`config.mk`:
```
export PLATFORM = sky130hd
export DESIGN_NAME = wdp_watchdog
export DESIGN_NICKNAME = d
export VERILOG_FILES = /design/src/pkg/wdp_pkg.sv /design/src/core/wdp_watchdog.sv
export SDC_FILE = /design/constraint.sdc
export NUM_CORES = 1
export LEC_CHECK = 0
export BUFFER_PORTS_ARGS = -buffer_cell sky130_fd_sc_hd__buf_2
export CAP_MARGIN = 20
export CORE_ASPECT_RATIO = 0.75
export CORE_UTILIZATION = 63
export DETAILED_ROUTE_END_ITERATION = 10
export PLACE_DENSITY = 0.83
export SLEW_MARGIN = 20
export SYNTH_ARGS = -nofsm -noshare
export SYNTH_HDL_FRONTEND = slang
export SYNTH_SLANG_ARGS = --single-unit
```
`constraint.sdc`:
```
create_clock -name sys_clk -period 3.4 [get_ports sys_clk]
set_clock_uncertainty 0.2 [all_clocks]
set_input_delay 0.17 -clock sys_clk [delete_from_list [all_inputs] [get_ports sys_clk]]
set_output_delay 0.17 -clock sys_clk [all_outputs]
set_load 0.01 [all_outputs]
```
`src/pkg/wdp_pkg.sv`:
```
// shared types and constants for the watchdog with postscaler
package wdp_pkg;

    // ==========================================================
    // clock and timing
    localparam int CLK_PERIOD_NS   = 40;
    localparam int WDT_TIMEOUT_NS  = 12_000_000;
    localparam int TIMER_OVF_TOSC  = 65536;
    localparam int CNT_W           = 20;
    localparam int POST_W          = 8;

    // ==========================================================
    // period select configuration codes
    localparam logic [1:0] PSEL_OFF   = 2'h0;
    localparam logic [1:0] PSEL_TIMER = 2'h1;
    localparam logic [1:0] PSEL_P256  = 2'h2;
    localparam logic [1:0] PSEL_P1    = 2'h3;

    // last postscaler value before a time-out
    localparam logic [POST_W-1:0] POST_LAST_256 = 8'hFF;
    localparam logic [POST_W-1:0] POST_LAST_1   = 8'h00;

    // ==========================================================
    // reset values
    localparam logic [CNT_W-1:0]  CNT_RST  = 20'h00000;
    localparam logic [POST_W-1:0] POST_RST = 8'h00;

    // ==========================================================
    // carriers
    typedef enum logic {
        ST_PWRUP,
        ST_RUN
    } wdp_mode_t;

    typedef struct packed {
        logic dev_reset;
        logic clear_watchdog_instr;
        logic sleep_instr;
        logic wake_irq;
        logic sleep_mode;
    } wdp_ctl_t;

    typedef struct packed {
        logic wdt_reset;
        logic timeout_flag_n;
        logic pwrup_done;
        logic timer_ovf;
    } wdp_stat_t;

    typedef struct packed {
        wdp_mode_t         mode;
        logic [CNT_W-1:0]  cnt;
        logic [POST_W-1:0] post;
        wdp_stat_t         stat;
    } wdp_state_t;

endpackage

```
`src/core/wdp_watchdog.sv`:
```
// watchdog timer with postscaler, normal timer mode and power-up timer
`timescale 1ns/1ps

// Notes on behaviour
// - counts own RC ticks, also during sleep
// - watchdog time-out resets device, awake or asleep
// - select code 00 disables watchdog while it is selected
// - ratio one times out after about 12 ms
// - postscaler lengthens time-out up to 1:256
// - clear or sleep instruction zeroes counter, postscaler
// - watchdog time-out clears active-low time-out flag
// - held clear in reset, cleared on interrupt wake
// - counting starts first edge after reset release
// - counter doubles as power-up delay timer
// - timer mode counts the device clock
// - timer mode overflows after 65536 device clocks
// - timer overflow clears flag, no device reset
// - clear instruction sets time-out flag again
// - timer mode stops counting during sleep
// - counter and postscaler not software accessible
module wdp_watchdog #(
    parameter int RC_PERIOD_NS = wdp_pkg::CLK_PERIOD_NS,
    parameter int BASE_TICKS   = wdp_pkg::WDT_TIMEOUT_NS / RC_PERIOD_NS,
    parameter int TIMER_OVF    = wdp_pkg::TIMER_OVF_TOSC
) (
    input  wire logic             sys_clk,
    input  wire logic             sys_rst,
    input  wire logic             rc_tick,
    input  wire logic [1:0]       wdt_period_select,
    input  wire wdp_pkg::wdp_ctl_t  ctl_i,
    output wdp_pkg::wdp_stat_t      stat_o
);
    import wdp_pkg::*;

    // ==========================================================
    // derived limits
    localparam logic [CNT_W-1:0] BASE_LAST  = CNT_W'(BASE_TICKS - 1);
    localparam logic [CNT_W-1:0] TIMER_LAST = CNT_W'(TIMER_OVF - 1);

    // postscaler end value per select code
    function automatic logic [POST_W-1:0] post_last(input logic [1:0] sel);
        if (sel == PSEL_P256) begin
            return POST_LAST_256;
        end else begin
            return POST_LAST_1;
        end
    endfunction

    wdp_state_t st_q;
    wdp_state_t st_d;
    logic       clr_evt;

    // the sleep instruction, clear instruction, device reset and wake all restart it
    assign clr_evt = ctl_i.dev_reset | ctl_i.clear_watchdog_instr
                   | ctl_i.sleep_instr | ctl_i.wake_irq;

    // ==========================================================
    // next state
    always_comb begin
        st_d = st_q;
        st_d.stat.wdt_reset = 1'b0;
        st_d.stat.timer_ovf = 1'b0;
        case (st_q.mode)
            ST_PWRUP: begin
                if (rc_tick) begin
                    if (st_q.cnt == BASE_LAST) begin
                        st_d.cnt = CNT_RST;
                        st_d.post = POST_RST;
                        st_d.mode = ST_RUN;
                        st_d.stat.pwrup_done = 1'b1;
                    end else begin
                        st_d.cnt = st_q.cnt + 1'b1;
                    end
                end
            end
            default: begin
                if (clr_evt) begin
                    st_d.cnt = CNT_RST;
                    st_d.post = POST_RST;
                    if (ctl_i.clear_watchdog_instr) begin
                        st_d.stat.timeout_flag_n = 1'b1;
                    end
                end else if (wdt_period_select == PSEL_TIMER) begin
                    if (!ctl_i.sleep_mode) begin
                        if (st_q.cnt == TIMER_LAST) begin
                            st_d.cnt = CNT_RST;
                            st_d.stat.timer_ovf = 1'b1;
                            st_d.stat.timeout_flag_n = 1'b0;
                        end else begin
                            st_d.cnt = st_q.cnt + 1'b1;
                        end
                    end
                end else if (wdt_period_select != PSEL_OFF && rc_tick) begin
                    // sleep does not stop the RC tick count
                    if (st_q.cnt == BASE_LAST) begin
                        st_d.cnt = CNT_RST;
                        if (st_q.post == post_last(wdt_period_select)) begin
                            st_d.post = POST_RST;
                            st_d.stat.wdt_reset = 1'b1;
                            st_d.stat.timeout_flag_n = 1'b0;
                        end else begin
                            st_d.post = st_q.post + 1'b1;
                        end
                    end else begin
                        st_d.cnt = st_q.cnt + 1'b1;
                    end
                end
            end
        endcase
    end

    // ==========================================================
    // state register; no software path reaches cnt or post
    always_ff @(posedge sys_clk) begin
        if (sys_rst) begin
            st_q.mode <= ST_PWRUP;
            st_q.cnt <= CNT_RST;
            st_q.post <= POST_RST;
            st_q.stat.wdt_reset <= 1'b0;
            st_q.stat.timeout_flag_n <= 1'b1;
            st_q.stat.pwrup_done <= 1'b0;
            st_q.stat.timer_ovf <= 1'b0;
        end else begin
            st_q <= st_d;
        end
    end

    assign stat_o = st_q.stat;
endmodule

```
# Word level (Yosys, flattened, before mapping)
# Index checks and enable logic that the tools add are counted.
# word_totals
ff_bits	33
output_inout_bits	4
word_cells	68
# classes
addsub	2
n_eq_ne	12
muxes	27
n_bitwise	7
reduce_logical	13
# op_table
cell	count
$mux W20	4
$mux W8	8
$mux W28	2
$mux W30	1
$mux W29	1
$add A20 B1 Y20 const B	1
$eq A20 B16 Y1 const B	1
$eq A20 B19 Y1 const B	1
$mux W10	1
$mux W9	1
$reduce_bool A3 Y1	3
$add A8 B1 Y8 const B	1
$eq A8 B8 Y1	1
$mux W1	8
$reduce_and A7 Y1	1
$ne A3 B3 Y1 const B	2
$reduce_and A3 Y1	2
$reduce_bool A2 Y1	3
$reduce_or A6 Y1	1
$reduce_and A5 Y1	1
$reduce_or A5 Y1	1
$ne A4 B1 Y1 const B	1
$ne A4 B4 Y1 const B	1
$not A1 Y1	4
other kinds (8)	10

# Logic depth before layout (Yosys ltp)
# depth
depth_word	14
ltp_mapped	8
depth_no_buf	6

# Least setup slack after synthesis
# OpenSTA, ideal clock, no wires.
# synth_path
kind	register -> register
start	register st_q[23] (netlist name)
end	register st_q[26] (netlist name)
t_arrival_ns	1.689
required_ns	3.085
setup_slack_ns	1.397
stages_incl_launch_ff	7
path_buffers	1
period_less_slack_ns	2.003
path_cell_list	dfxtp_1 nand4b_1 nor4_1 a2111oi_0 a211oi_1 buf_6 nor2_1
# synth_via
elab_chain_cells	6
# synth_lines
element	line	text
start, declared	wdp_watchdog.sv:49	wdp_state_t st_q;
start signal, assigned	wdp_watchdog.sv:124	st_q <= st_d;
$add A20 B1 Y20, or another cell as far along	wdp_watchdog.sv:72, wdp_watchdog.sv:90, wdp_watchdog.sv:105	
$mux W20 (on tied branches)	wdp_watchdog.sv:66, wdp_watchdog.sv:95, wdp_watchdog.sv:85	
$mux W30 or $mux W20 (tied branches)	wdp_watchdog.sv:93, wdp_watchdog.sv:84	
$mux W20	wdp_watchdog.sv:83	end else if (wdt_period_select == PSEL_TIMER) begin
$mux W28	wdp_watchdog.sv:77	if (clr_evt) begin
$mux W28 *	wdp_watchdog.sv:63	case (st_q.mode)
# Mark *: on every way between the ends. The rest lies on a longest branch, timed or not. The select of a mux whose other input is x is not followed.
# A chain may end at the register's enable or synchronous reset.

# Worst setup path in the final report
# layout_path
start	register st_q[30] (netlist name)
end	register st_q[30] (netlist name)
# The elaborated chain is that of the path after synthesis.

==> results.py <==
metrics = {
    "worst_setup_path": {
        "worstPathArrival_ns": 2.38,
        "crit_fanout": 20,
        "end_kind": "register",
        "crit_type": "reg -> reg",
        "reg2reg_setup_slack_ns": 1.0,
        "start_kind": "register",
        "required_ns": 3.38,
    },
    "power_and_ir_drop": {
        "total_power_uw": 768,
        "vdd_drop_max_uv": 347,
        "cellPowerDensity_nw_per_um2": 381,
        "leakagePower_uw": 0.000708,
    },
    "sta": {
        "fin_crit_ns": 2.40,
        "timing.hold.ws_ns": 0.0423,
        "maxSlewHeadroom": 0.453,
        "rsz0062_at_grt": "false",
        "slew_viol_final": 0,
        "fmax_mhz": 416,
        "post-route-period-util": 0.707,
        "hold_viol_final": 0,
        "worst_pin_slew_ns": 0.810,
        "final.setup.tns_ns": 0,
        "finalSetupViolCount": 0,
    },
    "place": {
        "hpwl_mm": 2.90,
        "port_buffers": 13,
        "gp_congestion": 0.825,
    },
    "synth": {
        "syn_area_sq_um": 1830,
        "postSynthAreaPerCell_sq_um": 8.31,
        "ys.warnings.count": 0,
        "syn_inst": 220,
        "synth_flop_cell": "dfxtp_1",
        "syn_nets": 232,
        "synth_cell_types": 45,
        "netlist_top_cells_area": "dfxtp_1, nor2_1, nand4_1, xnor2_1, nand2_1",
        "yosysSeqAreaShare": 0.361,
        "ys_ff_latch": 33,
        "yosysTopAreaCellShare": 0.361,
        "ys_async_sr_fraction": 0,
        "synth_area_leader_cell": "dfxtp_1",
        "synth_edf_count": 0,
    },
    "cts": {
        "cts_buffers": 5,
        "htree_levels": 2,
        "cts_setup_buffers": 0,
        "cts_resized": 0,
        "clk_latency_ns": 0.30,
        "root_buffer": "clkbuf_8",
        "clk_pin_slew_ns": 0.07,
        "cts_buffer_depth": 2,
        "holdBufCountCts": 2,
        "clock_sinks": 33,
        "cts_tree": "built",
    },
    "drt": {
        "drtAntennaViolNets": 0,
        "wire_per_inst_um": 15.4,
        "drcViolationCount": 0,
        "dr.first_iter.drc_count": 176,
        "vias": 1694,
        "routed_via_density": 6.23,
        "firstDrtPassIters": 4,
        "wirelength_mm": 4.18,
    },
    "floorplanning": {
        "start_util": 0.681,
        "dieWidth_um": 64.2,
        "core_area_sq_um": 2680,
        "ios": 14,
        "core.rowCount": 16,
        "dieHeight_um": 48.7,
        "die_area_sq_um": 3120,
    },
    "layout": {
        "final_common_cell": "dfxtp_1",
        "final_cell_mix": "dfxtp_1, nor2_1, nand2_1",
        "ff_latch_area_sq_um": 661,
        "antenna_cells": 0,
        "fill_cells": 188,
        "syn2layout_area_growth_pct": 10.4,
        "multi_input_comb_area_sq_um": 1080,
        "nets": 247,
        "layout-drive-gt1-share": 0.157,
    },
    "global_routing": {
        "first_global_vias": 1510,
        "antenna_found_initial": 0,
        "grt_use_total": 0.295,
        "grt_max_degree": 21,
        "overflow": 0,
        "grt_pass1_wl_mm": 6.92,
    },
    "run": {
        "max_cap_viol_count": 0,
    },
    "min_path": {
        "hp-class": "in -> reg",
    },
    "status": {
        "status": "complete, no violations",
    },
}
-- state kept, by name, summed over array words and instances (netlist names) --
| register | cells |
|---|---|
| stat_o | 4 |
| st_q | 29 |
-- area by class of cell --
type / count / area share
multi-input cells: 171 / 0.536
flip-flops and latches: 33 / 0.327
repair buffers: 18 / 0.0533
clock buffers: 7 / 0.0477
well taps: 36 / 0.0223
inverters: 6 / 0.0112
clock inverters: 1 / 0.00248
-- per-stage QoR --
stage               instance area [sq um]  worst slack [ns]  instances   util
floorplan                            1830              1.40        220      -
global placement                     1900              1.14        262  0.707
detailed placement                   1900              1.08        262  0.707
CTS                                  2020              1.06        272  0.752
global route                         2020             0.847        272  0.752
finish                               2020             0.997        272  0.752
-- metal layers --
metal  share of wire  vias to the layer above  track usage
met5               0                        -            0
met2            0.45                       68        0.436
met4           0.016                        0        0.119
met1            0.46                      774        0.381
li1                -                      842            -
met3           0.075                       10        0.120
-- where the power goes --
part,switching (uW),internal [uW]
combinational,28.1,15.8
clock,150,183
sequential,2.62,389
-- synthesized netlist by cell type (3+ instances only) --
library cell,instances
buf_4,4
xnor2_1,9
nand4_1,13
or3_1,6
dfxtp_1,33
nor3_1,7
and4_1,5
nand4b_1,3
a211oi_1,3
or4_1,3
a21oi_1,3
nand3_1,14
o21ai_0,8
and2_1,5
nor4_1,8
o2111ai_1,3
xor2_1,7
nand2_1,19
nor2_1,22
inv_1,5
a21oi_2,6
nor2b_1,4
-- cell families (layout without fill, tap and decap cells) --
logic type | count (synthesis) | in the layout | share of synthesized area
AO/OA/AOI/OAI | 35 | 35 | 0.140
XOR/XNOR | 16 | 16 | 0.0767
adder cells (fa/ha/maj) | 2 | 2 | 0.0137
buffers and inverters | 16 | 32 | 0.0500
flip-flops | 33 | 33 | 0.361
multiplexers | 1 | 1 | 0.00548
AND/OR/NAND/NOR | 117 | 117 | 0.353
-- critical path, stage by stage (launching register included) --
cell       delay [ns]
dfxtp_1          0.42
nand2_1          0.09
nor4_1           0.64
a2111oi_0        0.28
a211oi_2         0.25
buf_4            0.30
nor2_1           0.09
-- final timing paths --
kind / startpoint / to / cells past startpoint
max: st_q[30]$_SDFFE_PP0P_ / st_q[30]$_SDFFE_PP0P_ / 6
min: ctl_i[3] / stat_o[2]$_SDFFE_PP1P_ / 3
min reg2reg: stat_o[1]$_SDFFE_PP0P_ / stat_o[1]$_SDFFE_PP0P_ / 1
max reg2reg: st_q[30]$_SDFFE_PP0P_ / st_q[30]$_SDFFE_PP0P_ / 6
No activity file was read; power rests on OpenSTA's default activity.
